--- config.mk ---
export PLATFORM = sky130hd
export DESIGN_NAME = fsc_seek_config
export DESIGN_NICKNAME = d
export VERILOG_FILES = /design/src/fsc_pkg.sv /design/src/fsc_seek_config.sv
export SDC_FILE = /design/constraint.sdc
export NUM_CORES = 1
export LEC_CHECK = 0
export BUFFER_PORTS_ARGS = -buffer_cell sky130_fd_sc_hd__buf_2
export CAP_MARGIN = 5
export CORE_MARGIN = 10
export CORE_UTILIZATION = 40
export DETAILED_ROUTE_END_ITERATION = 8
export GPL_TIMING_DRIVEN = 0
export PLACE_DENSITY = 0.65
export SLEW_MARGIN = 20
export SYNTH_ARGS = -nofsm -noshare
export SYNTH_HDL_FRONTEND = slang
export SYNTH_SLANG_ARGS = --single-unit
--- constraint.sdc ---
create_clock -name clock -period 12.6 [get_ports clock]
set_input_delay 0.63 -clock clock [delete_from_list [all_inputs] [get_ports clock]]
set_output_delay 0.63 -clock clock [all_outputs]
set_load 0.02 [all_outputs]
--- src/fsc_pkg.sv ---
package fsc_pkg;
	localparam int CLK_MHZ = 125;
	localparam int UNIT_US = 500;
	localparam int UNIT_CYC = UNIT_US * CLK_MHZ;
	localparam int STEP_W_NS = 1000;
	localparam int STEP_W_CYC = (STEP_W_NS * CLK_MHZ + 999) / 1000;
	localparam logic [7:0] ADDR_SPECIFY = 8'h00;
	localparam logic [7:0] ADDR_CONFIG = 8'h04;
	localparam logic [7:0] ADDR_PERP = 8'h08;
	localparam logic [7:0] ADDR_RATE = 8'h0C;
	localparam logic [7:0] ADDR_POSITION = 8'h10;
	localparam logic [7:0] ADDR_SENSE = 8'h14;
	localparam logic [7:0] ADDR_DRV_STAT = 8'h18;
	localparam logic [7:0] ADDR_VERSION = 8'h1C;
	localparam int SPEC_STEP_LSB = 0;
	localparam int SPEC_UNLOAD_LSB = 4;
	localparam int SPEC_LOAD_LSB = 8;
	localparam int SPEC_NODMA_BIT = 15;
	localparam int CFG_IMPLIED_BIT = 0;
	localparam int CFG_FIFO_DIS_BIT = 1;
	localparam int CFG_POLL_DIS_BIT = 2;
	localparam int CFG_THR_LSB = 4;
	localparam int CFG_PRECOMP_LSB = 8;
	localparam int PERP_GAP_BIT = 0;
	localparam int PERP_WRITE_GATE_BIT = 1;
	localparam int PERP_GAP2_LSB = 8;
	localparam int PERP_WRITTEN_LSB = 16;
	localparam int POS_TARGET_LSB = 0;
	localparam int POS_DRIVE_BIT = 8;
	localparam int POS_OP_LSB = 12;
	localparam int POS_DIR_BIT = 14;
	localparam int POS_BUSY_LSB = 16;
	localparam int POS_REL_BIT = 18;
	localparam int SBZ_CODE_LSB = 6;
	localparam int SBZ_SEEK_END_BIT = 5;
	localparam int SBZ_EQUIP_BIT = 4;
	localparam int SBZ_HEAD_BIT = 2;
	localparam int ST3_WP_BIT = 6;
	localparam int ST3_RDY_BIT = 5;
	localparam int ST3_TR0_BIT = 4;
	localparam int ST3_TS_BIT = 3;
	localparam logic [3:0] SPEC_STEP_RST = 4'h0;
	localparam logic [3:0] SPEC_UNLOAD_RST = 4'h0;
	localparam logic [6:0] SPEC_LOAD_RST = 7'h00;
	localparam logic SPEC_NODMA_RST = 1'b0;
	localparam logic CFG_IMPLIED_RST = 1'b0;
	localparam logic CFG_FIFO_DIS_RST = 1'b1;
	localparam logic CFG_POLL_DIS_RST = 1'b0;
	localparam logic [3:0] CFG_THR_RST = 4'h0;
	localparam logic [7:0] CFG_PRECOMP_RST = 8'h00;
	localparam logic PERP_BIT_RST = 1'b0;
	localparam logic [1:0] RATE_RST = 2'h0;
	localparam logic [1:0] CODE_NORMAL = 2'h0;
	localparam logic [1:0] CODE_ABNORMAL = 2'h1;
	localparam logic [1:0] CODE_INVALID = 2'h2;
	localparam logic [1:0] CODE_POLL = 2'h3;
	localparam logic [5:0] GAP2_CONV = 6'h16;
	localparam logic [5:0] GAP2_PERP_1M = 6'h29;
	localparam logic [5:0] WRITTEN_CONV = 6'h00;
	localparam logic [5:0] WRITTEN_500K = 6'h13;
	localparam logic [5:0] WRITTEN_1M = 6'h26;
	localparam logic [7:0] RECAL_MAX = 8'h50;
	localparam logic [4:0] STEP_ZERO_UNITS = 5'h10;
	localparam logic [11:0] UNLOAD_UNITS = 12'h010;
	localparam logic [11:0] LOAD_UNITS = 12'h002;
	localparam logic [11:0] HEAD_ZERO_CODE = 12'h080;
	localparam logic [6:0] UNLOAD_ZERO_CODE = 7'h10;
	localparam logic [1:0] RATE_500K = 2'h0;
	localparam logic [1:0] RATE_300K = 2'h1;
	localparam logic [1:0] RATE_250K = 2'h2;
	localparam logic [1:0] RATE_1M = 2'h3;
	typedef enum logic [1:0] {OP_NONE, OP_SEEK, OP_REL, OP_RECAL} fsc_op_t;
	typedef enum logic [2:0] {RW_IDLE, RW_SEEK, RW_WAIT, RW_LOAD, RW_RUN, RW_UNLOAD} fsc_rw_t;
endpackage

--- src/fsc_seek_config.sv ---
`timescale 1ns/1ps
module fsc_seek_config import fsc_pkg::*; #(
	parameter int UNIT_CYCLES = UNIT_CYC,
	parameter logic [7:0] VERSION_ID = 8'h5A // Arbitrary value
) (
	input wire logic clock, // System clock
	input wire logic sys_rst, // Async reset
	input wire logic psel, // APB select
	input wire logic penable, // APB enable
	input wire logic pwrite, // APB write
	input wire logic [7:0] paddr, // APB byte address
	input wire logic [31:0] pwdata, // APB write data
	output logic [31:0] prdata, // APB read data
	output logic pready, // APB ready
	output logic pslverr, // APB error
	input wire logic [1:0] drv_track0, // Head at track zero
	input wire logic [1:0] drv_write_protect, // Media protected
	input wire logic [1:0] drv_ready, // Drive ready
	input wire logic [1:0] drv_two_side, // Two-sided drive
	output logic [1:0] step_out, // Step pulse per drive
	output logic [1:0] dir_out, // Direction, 1 steps in
	output logic head_load, // Head load
	input wire logic rw_start, // Read/write request
	input wire logic rw_drive, // Drive of request
	input wire logic [7:0] rw_cylinder, // Cylinder of request
	output logic rw_go, // Data phase may start
	input wire logic rw_end, // Data phase finished
	input wire logic [4:0] fifo_level, // Bytes waiting
	output logic dma_request_pin, // DMA request
	output logic request_for_master, // Host request flag
	output logic interrupt_pin, // Interrupt
	output logic [5:0] gap2_length // Gap2 field bytes
);
	logic [3:0] step_rate_delay_ff, head_unload_delay_ff;
	logic [6:0] head_load_delay_ff;
	logic no_dma_select_ff, implied_seek_enable_ff, fifo_disable_option_ff, poll_dis_ff;
	logic [3:0] fifo_threshold_ff;
	logic [7:0] precomp_start_track_ff;
	logic gap_bit_ff, write_gate_timing_bit_ff, dsel_ff;
	logic [1:0] rate_ff;
	logic [31:0] prdata_ff, rdata;
	logic pready_ff, pslverr_ff, pos_ok_ff;
	logic [1:0] sense_sel_ff;
	logic [31:0] presc_ff;
	logic tick_ff;
	logic [7:0] present_cylinder_ff [2];
	logic [7:0] cnt_ff [2];
	logic [4:0] stimer_ff [2];
	logic [7:0] sw_ff [2];
	logic [1:0] code_ff [2];
	fsc_op_t op_ff [2];
	fsc_op_t start_op [2];
	logic [1:0] busy_ff, pend_ff, equip_ff, quiet_ff, step_ff, dir_ff;
	fsc_rw_t rw_ff;
	logic rw_drv_ff, head_load_ff, rw_go_ff;
	logic [7:0] rw_cyl_ff;
	logic [11:0] dtimer_ff;
	logic poll_wait_ff, poll_irq_ff;
	logic dma_ff, host_req_ff, irq_ff;
	logic [5:0] gap2_ff, gap2, written;
	logic setup, access, wr_acc, pos_go, rel_active, rw_seek_go, xfer;
	logic start_dir, start_quiet, pw_drive, pos_ok, bad;
	fsc_op_t pw_op;
	logic [7:0] start_arg, sbz, sense_cyl;
	logic [1:0] sense_sel;

	function automatic logic [31:0] unit_limit(input logic [1:0] rate);
		case (rate)
			RATE_1M: unit_limit = 32'(UNIT_CYCLES);
			RATE_300K: unit_limit = 32'((UNIT_CYCLES * 10) / 3);
			RATE_250K: unit_limit = 32'(UNIT_CYCLES * 4);
			default: unit_limit = 32'(UNIT_CYCLES * 2);
		endcase
	endfunction

	function automatic logic [11:0] head_units(input logic [6:0] code, input logic [11:0] mult);
		head_units = 12'((code == 7'h00 ? HEAD_ZERO_CODE : {5'h00, code}) * mult);
	endfunction

	function automatic logic xfer_wanted(input logic [4:0] level, input logic dis,
		input logic [3:0] thr);
		xfer_wanted = dis ? (level != 5'h00) : (level > {1'b0, thr});
	endfunction

	function automatic logic [7:0] status_zero(input logic [1:0] code, input logic seek_end,
		input logic equip, input logic drv);
		status_zero = 8'h00;
		status_zero[SBZ_CODE_LSB +: 2] = code;
		status_zero[SBZ_SEEK_END_BIT] = seek_end;
		status_zero[SBZ_EQUIP_BIT] = equip;
		status_zero[SBZ_HEAD_BIT] = 1'b0;
		status_zero[0] = drv;
	endfunction

	assign setup = psel && !penable;
	assign access = psel && penable && pready_ff;
	assign wr_acc = access && pwrite && !pslverr_ff;
	assign pw_drive = pwdata[POS_DRIVE_BIT];
	assign pw_op = fsc_op_t'(pwdata[POS_OP_LSB +: 2]);
	assign rel_active = (op_ff[0] == OP_REL) || (op_ff[1] == OP_REL);
	assign pos_ok = pw_op != OP_NONE && !busy_ff[pw_drive]
		&& !(pw_op == OP_REL && rel_active)
		&& !(rw_ff != RW_IDLE && rw_drv_ff == pw_drive);
	assign pos_go = wr_acc && paddr == ADDR_POSITION && pos_ok_ff;
	assign rw_seek_go = rw_ff == RW_SEEK && !pos_go && !busy_ff[rw_drv_ff]
		&& op_ff[rw_drv_ff] == OP_NONE;
	assign xfer = rw_ff == RW_RUN
		&& xfer_wanted(fifo_level, fifo_disable_option_ff, fifo_threshold_ff);
	assign gap2 = (gap_bit_ff && write_gate_timing_bit_ff) ? GAP2_PERP_1M : GAP2_CONV;
	assign written = !gap_bit_ff ? WRITTEN_CONV
		: (write_gate_timing_bit_ff ? WRITTEN_1M : WRITTEN_500K);

	always_comb begin
		start_dir = pwdata[POS_DIR_BIT];
		start_arg = pwdata[POS_TARGET_LSB +: 8];
		start_quiet = 1'b0;
		start_op[0] = OP_NONE;
		start_op[1] = OP_NONE;
		if (pos_go) begin
			start_op[pw_drive] = pw_op;
		end else if (rw_seek_go) begin
			start_op[rw_drv_ff] = OP_SEEK;
			start_arg = rw_cyl_ff;
			start_quiet = 1'b1;
		end
	end

	// Sense picks polling first, then drive 0, then drive 1
	always_comb begin
		sense_sel = 2'h0;
		sbz = status_zero(CODE_INVALID, 1'b0, 1'b0, 1'b0);
		sense_cyl = 8'h00;
		if (poll_irq_ff) begin
			sense_sel = 2'h1;
			sbz = status_zero(CODE_POLL, 1'b0, 1'b0, 1'b0);
		end else if (pend_ff[0] || pend_ff[1]) begin
			sense_sel = pend_ff[0] ? 2'h2 : 2'h3;
			sbz = status_zero(code_ff[sense_sel[0]], 1'b1, equip_ff[sense_sel[0]], sense_sel[0]);
			sense_cyl = present_cylinder_ff[sense_sel[0]];
		end
	end

	always_comb begin
		rdata = 32'h0000_0000;
		bad = 1'b0;
		case (paddr)
			ADDR_SPECIFY: begin
				rdata[SPEC_STEP_LSB +: 4] = step_rate_delay_ff;
				rdata[SPEC_UNLOAD_LSB +: 4] = head_unload_delay_ff;
				rdata[SPEC_LOAD_LSB +: 7] = head_load_delay_ff;
				rdata[SPEC_NODMA_BIT] = no_dma_select_ff;
			end
			ADDR_CONFIG: begin
				rdata[CFG_IMPLIED_BIT] = implied_seek_enable_ff;
				rdata[CFG_FIFO_DIS_BIT] = fifo_disable_option_ff;
				rdata[CFG_POLL_DIS_BIT] = poll_dis_ff;
				rdata[CFG_THR_LSB +: 4] = fifo_threshold_ff;
				rdata[CFG_PRECOMP_LSB +: 8] = precomp_start_track_ff;
			end
			ADDR_PERP: begin
				rdata[PERP_GAP_BIT] = gap_bit_ff;
				rdata[PERP_WRITE_GATE_BIT] = write_gate_timing_bit_ff;
				rdata[PERP_GAP2_LSB +: 6] = gap2;
				rdata[PERP_WRITTEN_LSB +: 6] = written;
			end
			ADDR_RATE: rdata[1:0] = rate_ff;
			ADDR_POSITION: begin
				rdata[7:0] = present_cylinder_ff[0];
				rdata[15:8] = present_cylinder_ff[1];
				rdata[POS_BUSY_LSB +: 2] = busy_ff;
				rdata[POS_REL_BIT] = rel_active;
				bad = pwrite && !pos_ok;
			end
			ADDR_SENSE: begin
				rdata[15:0] = {sense_cyl, sbz};
				bad = pwrite;
			end
			ADDR_DRV_STAT: begin
				rdata[ST3_WP_BIT] = drv_write_protect[dsel_ff];
				rdata[ST3_RDY_BIT] = drv_ready[dsel_ff];
				rdata[ST3_TR0_BIT] = drv_track0[dsel_ff];
				rdata[ST3_TS_BIT] = drv_two_side[dsel_ff];
				rdata[0] = dsel_ff;
			end
			ADDR_VERSION: begin
				rdata[7:0] = VERSION_ID;
				bad = pwrite;
			end
			default: bad = 1'b1;
		endcase
	end

	// APB slave: answers one cycle after setup
	always_ff @(posedge clock or posedge sys_rst) begin
		if (sys_rst) begin
			pready_ff <= 1'b0;
			pslverr_ff <= 1'b0;
			prdata_ff <= 32'h0000_0000;
			pos_ok_ff <= 1'b0;
			sense_sel_ff <= 2'h0;
		end else begin
			pready_ff <= setup;
			pslverr_ff <= setup && bad;
			prdata_ff <= (setup && !pwrite) ? rdata : 32'h0000_0000;
			pos_ok_ff <= setup && pos_ok;
			sense_sel_ff <= (setup && !pwrite && paddr == ADDR_SENSE) ? sense_sel : 2'h0;
		end
	end

	always_ff @(posedge clock or posedge sys_rst) begin
		if (sys_rst) begin
			step_rate_delay_ff <= SPEC_STEP_RST;
			head_unload_delay_ff <= SPEC_UNLOAD_RST;
			head_load_delay_ff <= SPEC_LOAD_RST;
			no_dma_select_ff <= SPEC_NODMA_RST;
			implied_seek_enable_ff <= CFG_IMPLIED_RST;
			fifo_disable_option_ff <= CFG_FIFO_DIS_RST;
			poll_dis_ff <= CFG_POLL_DIS_RST;
			fifo_threshold_ff <= CFG_THR_RST;
			precomp_start_track_ff <= CFG_PRECOMP_RST;
			gap_bit_ff <= PERP_BIT_RST;
			write_gate_timing_bit_ff <= PERP_BIT_RST;
			rate_ff <= RATE_RST;
			dsel_ff <= 1'b0;
		end else if (wr_acc) begin
			case (paddr)
				ADDR_SPECIFY: begin
					step_rate_delay_ff <= pwdata[SPEC_STEP_LSB +: 4];
					head_unload_delay_ff <= pwdata[SPEC_UNLOAD_LSB +: 4];
					head_load_delay_ff <= pwdata[SPEC_LOAD_LSB +: 7];
					no_dma_select_ff <= pwdata[SPEC_NODMA_BIT];
				end
				ADDR_CONFIG: begin
					implied_seek_enable_ff <= pwdata[CFG_IMPLIED_BIT];
					fifo_disable_option_ff <= pwdata[CFG_FIFO_DIS_BIT];
					poll_dis_ff <= pwdata[CFG_POLL_DIS_BIT];
					fifo_threshold_ff <= pwdata[CFG_THR_LSB +: 4];
					precomp_start_track_ff <= pwdata[CFG_PRECOMP_LSB +: 8];
				end
				ADDR_PERP: begin
					gap_bit_ff <= pwdata[PERP_GAP_BIT];
					write_gate_timing_bit_ff <= pwdata[PERP_WRITE_GATE_BIT];
				end
				ADDR_RATE: rate_ff <= pwdata[1:0];
				ADDR_DRV_STAT: dsel_ff <= pwdata[0];
				default: dsel_ff <= dsel_ff;
			endcase
		end
	end

	// Timebase: one unit is 0.5 ms at 1 Mbps, stretched at slower rates
	always_ff @(posedge clock or posedge sys_rst) begin
		if (sys_rst) begin
			presc_ff <= 32'h0000_0000;
			tick_ff <= 1'b0;
		end else begin
			tick_ff <= presc_ff >= unit_limit(rate_ff) - 32'h0000_0001;
			presc_ff <= (presc_ff >= unit_limit(rate_ff) - 32'h0000_0001) ? 32'h0000_0000
				: presc_ff + 32'h0000_0001;
		end
	end

	always_ff @(posedge clock or posedge sys_rst) begin
		if (sys_rst) begin
			for (int d = 0; d < 2; d++) begin
				present_cylinder_ff[d] <= 8'h00;
				cnt_ff[d] <= 8'h00;
				stimer_ff[d] <= 5'h00;
				sw_ff[d] <= 8'h00;
				code_ff[d] <= CODE_NORMAL;
				op_ff[d] <= OP_NONE;
			end
			busy_ff <= 2'h0;
			pend_ff <= 2'h0;
			equip_ff <= 2'h0;
			quiet_ff <= 2'h0;
			step_ff <= 2'h0;
			dir_ff <= 2'h0;
		end else begin
			for (int d = 0; d < 2; d++) begin
				if (sw_ff[d] != 8'h00)
					sw_ff[d] <= sw_ff[d] - 8'h01;
				if (sw_ff[d] == 8'h01)
					step_ff[d] <= 1'b0;
				if (tick_ff && stimer_ff[d] != 5'h00)
					stimer_ff[d] <= stimer_ff[d] - 5'h01;
				if (sense_sel_ff == {1'b1, 1'(d)} && access) begin
					pend_ff[d] <= 1'b0;
					busy_ff[d] <= 1'b0;
				end
				if (start_op[d] != OP_NONE) begin
					op_ff[d] <= start_op[d];
					busy_ff[d] <= !start_quiet;
					quiet_ff[d] <= start_quiet;
					cnt_ff[d] <= start_op[d] == OP_RECAL ? 8'h00 : start_arg;
					dir_ff[d] <= start_op[d] == OP_REL ? start_dir : 1'b0;
					stimer_ff[d] <= 5'h00;
					equip_ff[d] <= 1'b0;
					if (start_op[d] == OP_RECAL)
						present_cylinder_ff[d] <= 8'h00;
				end else if (op_ff[d] != OP_NONE && sw_ff[d] == 8'h00 && stimer_ff[d] == 5'h00) begin
					case (op_ff[d])
						OP_SEEK: begin
							if (present_cylinder_ff[d] == cnt_ff[d]) begin
								op_ff[d] <= OP_NONE;
								code_ff[d] <= CODE_NORMAL;
								pend_ff[d] <= !quiet_ff[d];
							end else begin
								dir_ff[d] <= cnt_ff[d] > present_cylinder_ff[d];
								present_cylinder_ff[d] <= cnt_ff[d] > present_cylinder_ff[d]
									? present_cylinder_ff[d] + 8'h01 : present_cylinder_ff[d] - 8'h01;
								step_ff[d] <= 1'b1;
								sw_ff[d] <= 8'(STEP_W_CYC);
								stimer_ff[d] <= STEP_ZERO_UNITS - {1'b0, step_rate_delay_ff};
							end
						end
						OP_REL: begin
							if (cnt_ff[d] == 8'h00) begin
								op_ff[d] <= OP_NONE;
								code_ff[d] <= CODE_NORMAL;
								pend_ff[d] <= 1'b1;
							end else if (!dir_ff[d] && drv_track0[d]) begin
								op_ff[d] <= OP_NONE;
								code_ff[d] <= CODE_ABNORMAL;
								equip_ff[d] <= 1'b1;
								pend_ff[d] <= 1'b1;
							end else begin
								present_cylinder_ff[d] <= dir_ff[d] ? present_cylinder_ff[d] + 8'h01
									: present_cylinder_ff[d] - 8'h01;
								cnt_ff[d] <= cnt_ff[d] - 8'h01;
								step_ff[d] <= 1'b1;
								sw_ff[d] <= 8'(STEP_W_CYC);
								stimer_ff[d] <= STEP_ZERO_UNITS - {1'b0, step_rate_delay_ff};
							end
						end
						OP_RECAL: begin
							if (drv_track0[d]) begin
								op_ff[d] <= OP_NONE;
								code_ff[d] <= CODE_NORMAL;
								present_cylinder_ff[d] <= 8'h00;
								pend_ff[d] <= 1'b1;
							end else if (cnt_ff[d] == RECAL_MAX) begin
								op_ff[d] <= OP_NONE;
								code_ff[d] <= CODE_ABNORMAL;
								equip_ff[d] <= 1'b1;
								pend_ff[d] <= 1'b1;
							end else begin
								cnt_ff[d] <= cnt_ff[d] + 8'h01;
								step_ff[d] <= 1'b1;
								sw_ff[d] <= 8'(STEP_W_CYC);
								stimer_ff[d] <= STEP_ZERO_UNITS - {1'b0, step_rate_delay_ff};
							end
						end
						default: op_ff[d] <= OP_NONE;
					endcase
				end
			end
		end
	end

	always_ff @(posedge clock or posedge sys_rst) begin
		if (sys_rst) begin
			rw_ff <= RW_IDLE;
			rw_drv_ff <= 1'b0;
			rw_cyl_ff <= 8'h00;
			head_load_ff <= 1'b0;
			rw_go_ff <= 1'b0;
			dtimer_ff <= 12'h000;
		end else begin
			rw_go_ff <= 1'b0;
			if (tick_ff && dtimer_ff != 12'h000)
				dtimer_ff <= dtimer_ff - 12'h001;
			case (rw_ff)
				RW_IDLE, RW_UNLOAD: begin
					if (rw_start) begin
						rw_drv_ff <= rw_drive;
						rw_cyl_ff <= rw_cylinder;
						if (implied_seek_enable_ff && present_cylinder_ff[rw_drive] != rw_cylinder) begin
							rw_ff <= RW_SEEK;
						end else begin
							head_load_ff <= 1'b1;
							dtimer_ff <= head_units(head_load_delay_ff, LOAD_UNITS);
							rw_ff <= RW_LOAD;
						end
					end else if (rw_ff == RW_UNLOAD && dtimer_ff == 12'h000) begin
						head_load_ff <= 1'b0;
						rw_ff <= RW_IDLE;
					end
				end
				RW_SEEK: if (rw_seek_go)
					rw_ff <= RW_WAIT;
				RW_WAIT: if (op_ff[rw_drv_ff] == OP_NONE) begin
					head_load_ff <= 1'b1;
					dtimer_ff <= head_units(head_load_delay_ff, LOAD_UNITS);
					rw_ff <= RW_LOAD;
				end
				RW_LOAD: if (dtimer_ff == 12'h000) begin
					rw_go_ff <= 1'b1;
					rw_ff <= RW_RUN;
				end
				RW_RUN: if (rw_end) begin
					dtimer_ff <= head_units(head_unload_delay_ff == 4'h0 ? UNLOAD_ZERO_CODE
						: {3'h0, head_unload_delay_ff}, UNLOAD_UNITS);
					rw_ff <= RW_UNLOAD;
				end
				default: rw_ff <= RW_IDLE;
			endcase
		end
	end

	always_ff @(posedge clock or posedge sys_rst) begin
		if (sys_rst) begin
			poll_wait_ff <= 1'b1;
			poll_irq_ff <= 1'b0;
			dma_ff <= 1'b0;
			host_req_ff <= 1'b0;
			irq_ff <= 1'b0;
			gap2_ff <= GAP2_CONV;
		end else begin
			if (poll_dis_ff) begin
				poll_wait_ff <= 1'b0;
			end else if (poll_wait_ff && !head_load_ff) begin
				poll_wait_ff <= 1'b0;
				poll_irq_ff <= 1'b1;
			end else if (sense_sel_ff == 2'h1 && access) begin
				poll_irq_ff <= 1'b0;
			end
			dma_ff <= !no_dma_select_ff && xfer;
			host_req_ff <= no_dma_select_ff && xfer;
			irq_ff <= poll_irq_ff || pend_ff != 2'h0 || (no_dma_select_ff && xfer);
			gap2_ff <= gap2;
		end
	end

	assign prdata = prdata_ff;
	assign pready = pready_ff;
	assign pslverr = pslverr_ff;
	assign step_out = step_ff;
	assign dir_out = dir_ff;
	assign head_load = head_load_ff;
	assign rw_go = rw_go_ff;
	assign dma_request_pin = dma_ff;
	assign request_for_master = host_req_ff;
	assign interrupt_pin = irq_ff;
	assign gap2_length = gap2_ff;
endmodule

==> tab_implementation.tex, run 1 <==
\begin{tabular}{lr}
\hline
Metric & Value \\
\hline
\multicolumn{2}{l}{\textbf{Status}} \\
Result of the run & finished clean \\
\multicolumn{2}{l}{\textbf{Clocking}} \\
Clock buffers created by TritonCTS & 24 \\
H-tree levels & 1 \\
Maximum clock insertion buffer count & 3 \\
PostCTS Resize Cnt & 0 \\
Hold-fix buffer count after cts & 0 \\
Buffer cell driving the clock tree root & clkbuf\_16 \\
Source-to-sink clock delay at the later pin of the worst-skew pair & about 0.55 ns \\
Number of post-CTS setup repair buffers & 0 \\
CTS sink count & 204 \\
CTS tree & done \\
Clock edge transition at the registers on the reported setup and hold paths & 0.06 ns \\
\multicolumn{2}{l}{\textbf{Floorplan}} \\
Die outline height & 200.4 um \\
Placeable core region & 0.03229 mm\^{}2 \\
Number of placement rows & 66 \\
Total die area & about 0.04 mm\^{}2 \\
Count of boundary I/O pins & around 120 \\
Die extent in x & approximately 200 um \\
Initial cell density of the core & 0.4033 \\
\multicolumn{2}{l}{\textbf{Finish}} \\
Net count reported at finish & 1,673 \\
Fraction of layout cells with a size suffix above 1 & 0.1600 \\
Cell Count, Final, Fillers Out & just under 2k \\
Post-Route Utilization & 0.4663 \\
Number of antenna repair diodes & 0 \\
Final-layout fill cell count & around 3.1k \\
Area growth from synthesis to layout & 15.61\% \\
\multicolumn{2}{l}{\textbf{Logic synthesis}} \\
Synthesized cell area & 0.01302 mm\^{}2 \\
Predominant post-synthesis flop cell & dfrtp\_1 \\
Synthesis-stage register bit count & between 200 and 250 \\
Yosys top cell by area & dfrtp\_1 \\
Share of synthesized flip-flops with an asynchronous set or reset & 1.000 \\
Part of the Yosys area used for sequential elements & 0.3923 \\
Top cells by area, synth & dfrtp\_1, ha\_1, mux2\_2, xnor2\_1, nand2\_1 \\
Share of Yosys cell area claimed by the top area cell type & 0.3862 \\
Count of flip-flops with a built-in enable after synthesis & 0 \\
Post-synthesis cell type count & 85 \\
Yosys synthesis warning count & 0 \\
Synth Instances & 1,390 \\
Average footprint of a synthesized cell & 9.369 um\^{}2 \\
\multicolumn{2}{l}{\textbf{STA}} \\
Actual slew at the worst max-slew pin & 1.101 ns \\
Relative slew slack & 0.2562 \\
Summed negative setup slack over all endpoints & 0 ns \\
Count of endpoints failing hold in the final timing report & 0 \\
Tightest hold margin & 0.1205 ns \\
Crit path time final & between 4 and 5 ns \\
Max Clock Freq & roughly 230 MHz \\
Number of pins exceeding their max-slew limit in the final report & 0 \\
RSZ-0062 raised after global routing & no \\
Finish-stage setup viols & 0 \\
Final worst-path cycle share & 0.3504 \\
Clk\_skew & 0.02999 ns \\
\multicolumn{2}{l}{\textbf{Worst setup path}} \\
Count of buffering cells on the critical path with inverters included & 3 \\
Destination of the critical timing path & present\_cylinder\_ff[2] \\
Terminus of the critical flop-to-flop path & present\_cylinder\_ff[2] \\
Startpoint-to-endpoint class of the critical path & flop to flop \\
Startpoint of the most critical register-to-register path & rw\_drv\_ff \\
Startpoint of the most critical setup path & rw\_drv\_ff \\
Highest-delay cell along the critical path & a41oi\_1 \\
Type of element launching the critical path & flop \\
Cell chain of the critical path & clkbuf\_1, mux2i\_1, nand3\_1, a311oi\_1, buf\_2, a32o\_1, inv\_1, ha\_1, nand2\_1, o21ba\_2, a221oi\_1, a41oi\_1, and2\_1, a211o\_1 \\
Critical-path maximum fanout & 10 \\
Register-to-register setup slack & 8.19 ns \\
Type of destination of the critical path & flop \\
Category of cells accounting for the largest share of critical-path delay & compound AO/OA/AOI/OAI gates \\
Critical path depth & 14 \\
Delay of the slowest cell on the worst path & 0.53 ns \\
Critical Path AT & approximately 4.8 ns \\
Req. time, crit path & 13.02 ns \\
R2R depth & 14 \\
\multicolumn{2}{l}{\textbf{Routing}} \\
Routed via count & 11.18k \\
DR iter-0 viols & between 1k and 1.5k \\
Drt total wl & around 38,000 um \\
Total iterations of the first detailed-routing run & 5 \\
Post-detailed-route wirelength per cell & about 19 um \\
Post-detailed-route count of antenna-violating nets & 0 \\
DRC Markers & 0 \\
Via-to-Cell Ratio & 5.628 \\
\multicolumn{2}{l}{\textbf{Placement}} \\
RD Place Congestion & 0.9414 \\
Half-perimeter wire length of the detailed placement result & between 20,000 and 30,000 um \\
Count of input and output buffers & between 80 and 90 \\
Total instance count after detailed placement & 1,942 \\
\multicolumn{2}{l}{\textbf{GRT}} \\
Global-route wire length before repair & 61,060 um \\
Vias in the first global route & 11.02k \\
Antenna violations before repair & 2 \\
Largest net degree at the start of global routing & 71 \\
Overall overflow remaining after global route & 0 \\
All-layer global routing usage & 0.1845 \\
\multicolumn{2}{l}{\textbf{Power and ir drop}} \\
Leakage component of the power & between 6 and 7 nW \\
Maximum vdd ir drop & 0.1027 mV \\
Cell area power density & 115.0 mW/mm\^{}2 \\
Total power draw & 1.731 mW \\
\multicolumn{2}{l}{\textbf{Min path}} \\
Min-delay worst type & primary input to async pin \\
\multicolumn{2}{l}{\textbf{Flow run}} \\
Max-Cap Viols & 0 \\
\hline
\end{tabular}
registers in the layout, summed over array words and instances (netlist names), 3 cells and up:
signal and count:
present_cylinder_ff 16, cnt_ff 16, prdata 21, head_load_delay_ff 7
precomp_start_track_ff 8, step_rate_delay_ff 4, fifo_threshold_ff 4, sw_ff 16
rw_cyl_ff 8, dtimer_ff 12, head_unload_delay_ff 4, presc_ff 32
stimer_ff 10, op_ff 4, rw_ff 3
area by class of cell:
class | count | area, um^2 | share of cell area
Multi-Input combinational cell | 1051 | 7333 | 0.4871
Timing Repair Buffer | 87 | 480.5 | 0.03191
Inverter | 75 | 289.0 | 0.01920
Buffer | 83 | 385.4 | 0.02560
Tap cell | 442 | 553.0 | 0.03673
Clock inverter | 13 | 249.0 | 0.01654
Clock buffer | 31 | 656.9 | 0.04363
Sequential cell | 204 | 5109 | 0.3393
kinds of logic after synthesis:
kind of cell	Yosys count	share of synthesized area
AND/OR/NAND/NOR	464	0.1816
multiplexers	99	0.08263
other	2	0.0005767
XOR/XNOR	80	0.05380
flip-flops	204	0.3923
AO/OA/AOI/OAI	305	0.1618
adder cells (fa/ha/maj)	78	0.07610
buffers and inverters	158	0.05121
Yosys cell counts, drive strengths merged (7+ instances only):
library cell	count
a211o	7
a211oi	14
a21o	14
a21oi	57
a22o	7
a31oi	17
a41oi	7
and2	14
and3	14
buf	29
clkbuf	54
dfrtp	201
ha	76
inv	73
mux2	58
mux2i	40
nand2	113
nand2b	18
nand3	31
nand4	13
nor2	100
nor2b	13
nor3	57
nor3b	9
nor4	25
o211ai	15
o21ai	59
o22ai	25
o31ai	7
or2	11
or3	16
or4	9
xnor2	55
xor2	25
layout by cell type, fill, tap and decap left out, types with 24 or more instances in the layout:
cell type  count
dfrtp_1      201
nand2_1      113
nor2_1       100
buf_2         96
ha_1          76
inv_1         72
o21ai_0       58
clkbuf_1      58
mux2_2        58
a21oi_1       57
nor3_1        57
xnor2_1       55
mux2i_1       40
nand3_1       31
o22ai_1       25
xor2_1        25
conb_1        25
clkbuf_16     24
worst min path at each step:
stage and endpoint:
2_1_floorplan pend_ff[0], 3_3_place_gp poll_wait_ff, 3_5_place_dp pend_ff[0], 4_1_cts prdata[1], 5_1_grt prdata[16], 6_report prdata[1]
power breakdown:
group / internal [mW] / total, mW / leakage, nW / switching [mW]
clock network: 0.495 / 0.790 / 0.435 / 0.296
logic: 0.0888 / 0.202 / 3.67 / 0.113
registers: 0.703 / 0.739 / 2.65 / 0.0363
total: 1.29 / 1.73 / 6.76 / 0.445
per-stage QoR:
stage	setup WS, ns	cell area [um^2]
final	8.185	15060
after global routing	7.955	15060
after CTS	8.227	15060
after detailed placement	7.799	14150
after global placement	4.074	14090
after floorplan	6.408	13110
metal layers:
metal / GRT usage / vias to the layer above / part of all wire
met3: 0.03582 / 72 / 0.069
met1: 0.2361 / 5428 / 0.43
met5: 0 / - / 0.00052
met2: 0.3017 / 377 / 0.47
met4: 0.07222 / 2 / 0.034
li1: - / 5299 / -
No activity file was read; power rests on OpenSTA's default activity.
==> run 2, diff against run 1 <==
--- a/config.mk
+++ b/config.mk
@@ -5,6 +5,7 @@
 export SDC_FILE = /design/constraint.sdc
 export NUM_CORES = 1
 export LEC_CHECK = 0
+export ABC_AREA = 1
 export BUFFER_PORTS_ARGS = -buffer_cell sky130_fd_sc_hd__buf_2
 export CAP_MARGIN = 5
 export CORE_MARGIN = 10
==> constraint.sdc (replaced) <==
create_clock -name clock -period 4.07 [get_ports clock]
set_input_delay 0.2035 -clock clock [delete_from_list [all_inputs] [get_ports clock]]
set_output_delay 0.2035 -clock clock [all_outputs]
set_load 0.02 [all_outputs]
==> tab_implementation.tex, run 2 <==
\begin{tabular}{lr}
\hline
Metric & Value \\
\hline
\multicolumn{2}{l}{\textbf{Finish}} \\
Most common cell after layout, fill and taps aside & nand2\_1 \\
Sequential Area & 0.005109 mm\^{}2 (unchanged) \\
Post-route cell area & 0.01546 mm\^{}2 (+2.7\%) \\
Total area of multi-input combinational cells & 0.006995 mm\^{}2 (-4.6\%) \\
Fraction of layout cells with a size suffix above 1 & 0.1099 (-0.05006) \\
Area growth from synthesis to layout & 18.08\% \\
Cell Count, Final, Fillers Out & 2,398 (+21\%) \\
Register name with the most flops & presc\_ff \\
Number of flip-flops in the largest register & 32 (unchanged) \\
Post-Route Utilization & 0.4764 (+0.01008) \\
Net count reported at finish & 2,086 (+25\%) \\
Number of antenna repair diodes & 0 (unchanged) \\
Most used cells in the layout excluding fill and tap cells & nand2\_1, dfrtp\_1, inv\_1 \\
Final-layout fill cell count & 3,214 (+5.2\%) \\
\multicolumn{2}{l}{\textbf{Logic synthesis}} \\
Top cells by area, synth & dfrtp\_1, nand2\_1, ha\_1, inv\_1, o21ai\_0 \\
Count leader, synth & nand2\_1 \\
Fraction of the mapped netlist area in simple logic gates & 0.2947 (+0.1131) \\
Synthesized cell area & 0.01309 mm\^{}2 (+0.54\%) \\
Fraction of the mapped netlist area in compound gates & 0.1146 (-0.04722) \\
Fraction of synthesized cell area in xor and xnor cells & 0.04214 (-0.01166) \\
Yosys top cell by area & dfrtp\_1 \\
Yosys synthesis warning count & 0 (unchanged) \\
Count of flip-flops with a built-in enable after synthesis & 0 (unchanged) \\
Average footprint of a synthesized cell & 7.384 um\^{}2 (-21\%) \\
Adder-cell share of the synthesized area & 0.07569 (-0.0004072) \\
Most instantiated cells after synthesis & nand2\_1, dfrtp\_1, inv\_1 \\
Share of synthesized flip-flops with an asynchronous set or reset & 1.000 (unchanged) \\
Part of the Yosys area used for sequential elements & 0.3902 (-0.002099) \\
Largest family of logic cells by synthesized area & simple AND/OR/NAND/NOR gates \\
Mux cell area share after synthesis & 0 (-0.08263) \\
Predominant post-synthesis flop cell & dfrtp\_1 \\
Share of Yosys cell area claimed by the top area cell type & 0.3842 (-0.002067) \\
Post-synthesis cell type count & 59 (-31\%) \\
Synthesis-stage register bit count & 204 (unchanged) \\
Synth Instances & 1,773 (+28\%) \\
\multicolumn{2}{l}{\textbf{Placement}} \\
Count of input and output buffers & 89 (+4.7\%) \\
Worst slack, placed & 0.4516 ns (-7.348 ns) \\
RD Place Congestion & 0.9383 (-0.33\%) \\
Total instance count after detailed placement & 2,334 (+20\%) \\
Area after detailed placement & 0.01432 mm\^{}2 (+1.2\%) \\
Half-perimeter wire length of the detailed placement result & 30,650 um (+5.9\%) \\
\multicolumn{2}{l}{\textbf{Routing}} \\
DRC Markers & 0 (unchanged) \\
Drt total wl & 39,450 um (+3.5\%) \\
DR iter-0 viols & 972 (-4.0\%) \\
Routed via count & 12.33k (+10\%) \\
Total iterations of the first detailed-routing run & 6 (+1) \\
Post-detailed-route wirelength per cell & 16.45 um (-14\%) \\
Via-to-Cell Ratio & 5.142 (-8.6\%) \\
Post-detailed-route count of antenna-violating nets & 0 (unchanged) \\
\multicolumn{2}{l}{\textbf{Worst setup path}} \\
Startpoint-to-endpoint class of the critical path & flop to flop \\
Critical Path AT & 4.10 ns (-0.73 ns) \\
Critical-path maximum fanout & 10 (unchanged) \\
Req. time, crit path & 4.54 ns (-8.48 ns) \\
Type of destination of the critical path & flop \\
Type of element launching the critical path & flop \\
R2R depth & 16 (+2) \\
\multicolumn{2}{l}{\textbf{Floorplan}} \\
Count of boundary I/O pins & 118 (unchanged) \\
Die extent in x & 200.9 um (+0.24\%) \\
Number of placement rows & 66 (unchanged) \\
Initial cell density of the core & 0.4034 (about the same) \\
Placeable core region & 0.03245 mm\^{}2 (+0.51\%) \\
Total die area & 0.04037 mm\^{}2 (+0.48\%) \\
Die outline height & 200.9 um (+0.24\%) \\
\multicolumn{2}{l}{\textbf{Clocking}} \\
Buffer cell driving the clock tree root & clkbuf\_16 \\
Clock buffers created by TritonCTS & 26 (+8.3\%) \\
CTS tree & done \\
Maximum clock insertion buffer count & 3 (unchanged) \\
PostCTS Resize Cnt & 0 (unchanged) \\
Source-to-sink clock delay at the later pin of the worst-skew pair & 0.54 ns (about the same) \\
H-tree levels & 1 (unchanged) \\
Clock edge transition at the registers on the reported setup and hold paths & 0.06 ns (about the same) \\
CTS sink count & 204 (unchanged) \\
\multicolumn{2}{l}{\textbf{Flow run}} \\
Max-Cap Viols & 0 (unchanged) \\
\multicolumn{2}{l}{\textbf{Power and ir drop}} \\
Leakage component of the power & 7.852 nW (+16\%) \\
Total power draw & 8.073 mW (+370\%) \\
Maximum vdd ir drop & 0.4097 mV (+300\%) \\
Cell area power density & 522.2 mW/mm\^{}2 (+350\%) \\
\multicolumn{2}{l}{\textbf{GRT}} \\
All-layer global routing usage & 0.1921 (+0.007574) \\
Overall overflow remaining after global route & 0 (unchanged) \\
Vias in the first global route & 11.96k (+8.6\%) \\
Largest net degree at the start of global routing & 34 (-52\%) \\
Global-route wire length before repair & 63,790 um (+4.5\%) \\
Antenna violations before repair & 0 (-2) \\
\multicolumn{2}{l}{\textbf{STA}} \\
Finish-stage setup viols & 0 (unchanged) \\
Number of pins exceeding their max-slew limit in the final report & 0 (unchanged) \\
RSZ-0062 raised after global routing & no \\
Relative slew slack & 0.5836 (+0.3274) \\
Crit path setup slack, layout & 0.4397 ns (-7.746 ns) \\
Final worst-path cycle share & 0.8920 (+0.5416) \\
Count of endpoints failing hold in the final timing report & 0 (unchanged) \\
Clk\_skew & 0.02530 ns (-0.004687 ns) \\
Actual slew at the worst max-slew pin & 0.6180 ns (-0.4833 ns) \\
Max Clock Freq & 275.5 MHz (+22\%) \\
Crit path time final & 3.630 ns (-0.7843 ns) \\
\multicolumn{2}{l}{\textbf{Min path}} \\
Hold Path Depth & 3 \\
Min-delay worst type & primary input to flop \\
\multicolumn{2}{l}{\textbf{Status}} \\
Result of the run & finished clean \\
\hline
\end{tabular}
-- run 2: cell types whose count changed in the layout (fill, tap and decap cells not counted), sizes merged, moves of 18 or more --
cell,previous run,this run
xnor2,55,22
o21ai,59,144
mux2i,40,0
nand2b,18,0
a21oi,57,77
mux2,58,0
nand2,113,515
nor2,100,166
inv,74,208
dlygate4sd3,0,19
clkbuf,85,55
nand3,31,130
-- run 2: area by class of cell --
type | instances | share of cell area
clock buffer | 35 | 0.04824
clock inverter | 10 | 0.01311
inverter | 212 | 0.05172
buffer | 49 | 0.01805
multi-input combinational | 1331 | 0.4525
sequential | 204 | 0.3304
tap | 442 | 0.03577
timing repair buffer | 115 | 0.05018
-- run 2: timing repair --
action,CTS,global route
hold buffers,19,0
buffers inserted,0,0
hold endpoints to repair,97,0
-- run 2: report_power, final --
part	total, mW	internal, mW	switching [mW]
logic	3.00	1.05	1.95
registers	2.53	2.29	0.244
clock network	2.55	1.65	0.894
total	8.07	4.99	3.08
-- run 2: stage by stage --
stage / TNS [ns] / hold slack, ns
after floorplan: 0 / 0.3556
after global placement: -42.77 / 0.4532
after detailed placement: 0 / 0.2557
after CTS: 0 / 0.003415
after global routing: 0 / 0.02072
final: 0 / 0.01499
-- run 2: cells by family (layout without fill, tap and decap cells) --
kind of cell / after synthesis / after routing
simple gates: 893 / 893
compound gates: 272 / 272
buf+inv: 261 / 421
flops: 204 / 204
fa+ha+maj: 78 / 78
xor+xnor: 63 / 63
other cells: 2 / 25
-- run 2: path summary, 6_finish.rpt --
kind,startpoint,endpoint,slack [ns]
min reg2reg,poll_wait_ff,poll_wait_ff,0.47
min in group asynchronous,sys_rst,rw_go,0.26
max,pready,present_cylinder_ff[6],0.44
max reg2reg,pready,present_cylinder_ff[6],0.44
min,pwdata[11],head_load_delay_ff[3],0.01
max in group asynchronous,sys_rst,gap2_length[4],2.83
-- run 2: worst max-delay path: stages, from the launching register on --
cell and delay, ns:
dfrtp_1 0.34, nand3_1 0.20, nor3_2 0.46, nand3_1 0.27
inv_1 0.14, nand2_1 0.08, o22ai_1 0.17, inv_1 0.13
ha_1 0.23, clkbuf_1 0.27, nand2_1 0.20, nor2_1 0.09
a211oi_1 0.24, nand3_2 0.27, nor2_2 0.32, nand2_1 0.09
nand2_1 0.07
-- run 2: layer usage --
| metal | vias to the layer above | GRT usage | routed length, um |
|---|---|---|---|
| met1 | 5819 | 0.2447 | 16920 |
| met2 | 364 | 0.3238 | 18790 |
| met3 | 75 | 0.03034 | 2349 |
| met5 | - | 0 | 0 |
| met4 | 0 | 0.06627 | 1396 |
| li1 | 6072 | - | - |
==> run 3, diff against run 2 <==
--- a/config.mk
+++ b/config.mk
@@ -8,8 +8,10 @@
 export ABC_AREA = 1
 export BUFFER_PORTS_ARGS = -buffer_cell sky130_fd_sc_hd__buf_2
 export CAP_MARGIN = 5
+export CORE_ASPECT_RATIO = 0.75
 export CORE_MARGIN = 10
 export CORE_UTILIZATION = 40
+export CTS_BUF_LIST = sky130_fd_sc_hd__clkbuf_4 sky130_fd_sc_hd__clkbuf_8 sky130_fd_sc_hd__clkbuf_16
 export DETAILED_ROUTE_END_ITERATION = 8
 export GPL_TIMING_DRIVEN = 0
 export PLACE_DENSITY = 0.65
==> tab_implementation.tex, run 3 (synthesized netlist as in run 2, its figures left out) <==
\begin{tabular}{lr}
\hline
Metric & Value \\
\hline
\multicolumn{2}{l}{\textbf{Finish}} \\
Cell Count, Final, Fillers Out & 2,393 (-0.21\%) \\
Number of flip-flops in the largest register & 32 (unchanged) \\
Area growth from synthesis to layout & 16.96\% \\
Most used cells in the layout excluding fill and tap cells & nand2\_1, dfrtp\_1, inv\_1 \\
Number of antenna repair diodes & 0 (unchanged) \\
Register name with the most flops & presc\_ff \\
Most common cell after layout, fill and taps aside & nand2\_1 \\
Fraction of layout cells with a size suffix above 1 & 0.1112 (+0.001307) \\
Post-route cell area & 0.01531 mm\^{}2 (-0.95\%) \\
Net count reported at finish & 2,081 (-0.24\%) \\
\multicolumn{2}{l}{\textbf{GRT}} \\
Global-route wire length before repair & 65,430 um (+2.6\%) \\
Overall overflow remaining after global route & 0 (unchanged) \\
Antenna violations before repair & 0 (unchanged) \\
Vias in the first global route & 11.91k (-0.38\%) \\
Largest net degree at the start of global routing & 34 (unchanged) \\
All-layer global routing usage & 0.1989 (+0.006821) \\
\multicolumn{2}{l}{\textbf{Placement}} \\
Count of input and output buffers & 89 (unchanged) \\
RD Place Congestion & 0.9285 (-1.0\%) \\
Half-perimeter wire length of the detailed placement result & 32,050 um (+4.6\%) \\
Area after detailed placement & 0.01430 mm\^{}2 (-0.14\%) \\
Worst slack, placed & 0.2164 ns (-0.2351 ns) \\
Total instance count after detailed placement & 2,333 (-0.043\%) \\
\multicolumn{2}{l}{\textbf{Floorplan}} \\
Number of placement rows & 57 (-14\%) \\
Die extent in x & 228.9 um (+14\%) \\
Placeable core region & 0.03231 mm\^{}2 (-0.45\%) \\
Total die area & 0.04044 mm\^{}2 (+0.18\%) \\
Count of boundary I/O pins & 118 (unchanged) \\
Initial cell density of the core & 0.4053 (+0.001828) \\
Die outline height & 176.7 um (-12\%) \\
\multicolumn{2}{l}{\textbf{STA}} \\
Crit path setup slack, layout & 0.1083 ns (-0.3314 ns) \\
Count of endpoints failing hold in the final timing report & 0 (unchanged) \\
Number of pins exceeding their max-slew limit in the final report & 0 (unchanged) \\
RSZ-0062 raised after global routing & no \\
Final worst-path cycle share & 0.9734 (+0.08142) \\
Crit path time final & 3.962 ns (+0.3314 ns) \\
Max Clock Freq & 252.4 MHz (-8.4\%) \\
Finish-stage setup viols & 0 (unchanged) \\
Summed negative setup slack over all endpoints & 0 ns (unchanged) \\
Clk\_skew & 0.01952 ns (-0.005782 ns) \\
Actual slew at the worst max-slew pin & 0.7525 ns (+0.1345 ns) \\
Relative slew slack & 0.4973 (-0.08634) \\
\multicolumn{2}{l}{\textbf{Clocking}} \\
Clock edge transition at the registers on the reported setup and hold paths & 0.06 ns (about the same) \\
Source-to-sink clock delay at the later pin of the worst-skew pair & 0.53 ns (about the same) \\
Buffer cell driving the clock tree root & clkbuf\_16 \\
Maximum clock insertion buffer count & 3 (unchanged) \\
Number of post-CTS setup repair buffers & 0 (unchanged) \\
H-tree levels & 1 (unchanged) \\
Clock buffers created by TritonCTS & 24 (-7.7\%) \\
CTS tree & done \\
CTS sink count & 204 (unchanged) \\
\multicolumn{2}{l}{\textbf{Status}} \\
Result of the run & finished clean \\
\multicolumn{2}{l}{\textbf{Routing}} \\
Post-detailed-route wirelength per cell & 17.22 um (+4.7\%) \\
Post-detailed-route count of antenna-violating nets & 0 (unchanged) \\
Total iterations of the first detailed-routing run & 6 (unchanged) \\
Drt total wl & 41,200 um (+4.4\%) \\
Via-to-Cell Ratio & 5.283 (+2.8\%) \\
DRC Markers & 0 (unchanged) \\
Routed via count & 12.64k (+2.5\%) \\
DR iter-0 viols & 1,325 (+36\%) \\
\multicolumn{2}{l}{\textbf{Min path}} \\
Min-delay worst type & primary input to flop \\
\multicolumn{2}{l}{\textbf{Power and ir drop}} \\
Cell area power density & 511.0 mW/mm\^{}2 (-2.1\%) \\
Maximum vdd ir drop & 0.2696 mV (-34\%) \\
Total power draw & 7.825 mW (-3.1\%) \\
Leakage component of the power & 7.785 nW (-0.85\%) \\
\multicolumn{2}{l}{\textbf{Worst setup path}} \\
Startpoint-to-endpoint class of the critical path & flop to flop \\
Critical Path AT & 4.41 ns (+0.31 ns) \\
Type of destination of the critical path & flop \\
Type of element launching the critical path & flop \\
Req. time, crit path & 4.52 ns (-0.02 ns) \\
Critical-path maximum fanout & 10 (unchanged) \\
\multicolumn{2}{l}{\textbf{Flow run}} \\
Max-Cap Viols & 0 (unchanged) \\
\hline
\end{tabular}
[run 3: what timing repair did]
item                                   in CTS  in global routing
endpoints found under the hold margin      41                  0
hold buffers                               17                  0
resized for setup                           0                  3
setup endpoints to repair                   0                  7
[run 3: worst paths after layout]
path	depth (start not counted)	startpoint	slack, ns	endpoint
max in group asynchronous	5	sys_rst	2.80	poll_wait_ff
min	3	rw_cylinder[6]	0.01	rw_cyl_ff[6]
min in group asynchronous	3	sys_rst	0.36	dtimer_ff[2]
max reg2reg	17	op_ff[3]	0.11	present_cylinder_ff[2]
max	17	op_ff[3]	0.11	present_cylinder_ff[2]
min reg2reg	2	step_out[1]	0.48	step_out[1]
[run 3: metal layers]
layer | up-vias | GRT usage | share of wire
li1 | 6050 | - | -
met4 | 0 | 0.06111 | 0.032
met3 | 86 | 0.04181 | 0.090
met5 | - | 0 | 0
met1 | 5986 | 0.2804 | 0.45
met2 | 521 | 0.3008 | 0.43
[run 3: report_power, final]
part	switching, mW	internal [mW]
clock	0.887	1.37
sequential	0.250	2.29
combinational	1.99	1.05
[run 3: area by class of cell]
class,instances,area (um^2)
Tap cell,442,553.0
Multi-Input combinational cell,1331,7009
Clock inverter,14,153.9
Clock buffer,29,674.4
Inverter,212,799.5
Sequential cell,204,5109
Timing Repair Buffer,112,735.7
Fill cell,3190,16990
Buffer,49,279.0
[run 3: through the flow]
step,hold WS [ns],utilization
after floorplan,0.3556,-
after global placement,0.4522,0.4389
after detailed placement,0.3747,0.4427
after CTS,0.004607,0.4736
after global routing,0.02765,0.4740
final,0.009681,0.4740
[run 3: critical path, stage by stage, from the launching register on]
cell and delay [ns]:
dfrtp_1 0.43, inv_2 0.21, nand2_2 0.16, nand2_1 0.08, o21ai_1 0.15, nor3_1 0.25
nand2_2 0.21, o22ai_1 0.40, inv_1 0.16, ha_1 0.25, clkbuf_1 0.27, nand2_1 0.20
nor3_1 0.08, nor3_1 0.29, nand3_2 0.30, nor2_4 0.30, nand2_1 0.08, nand2_1 0.07
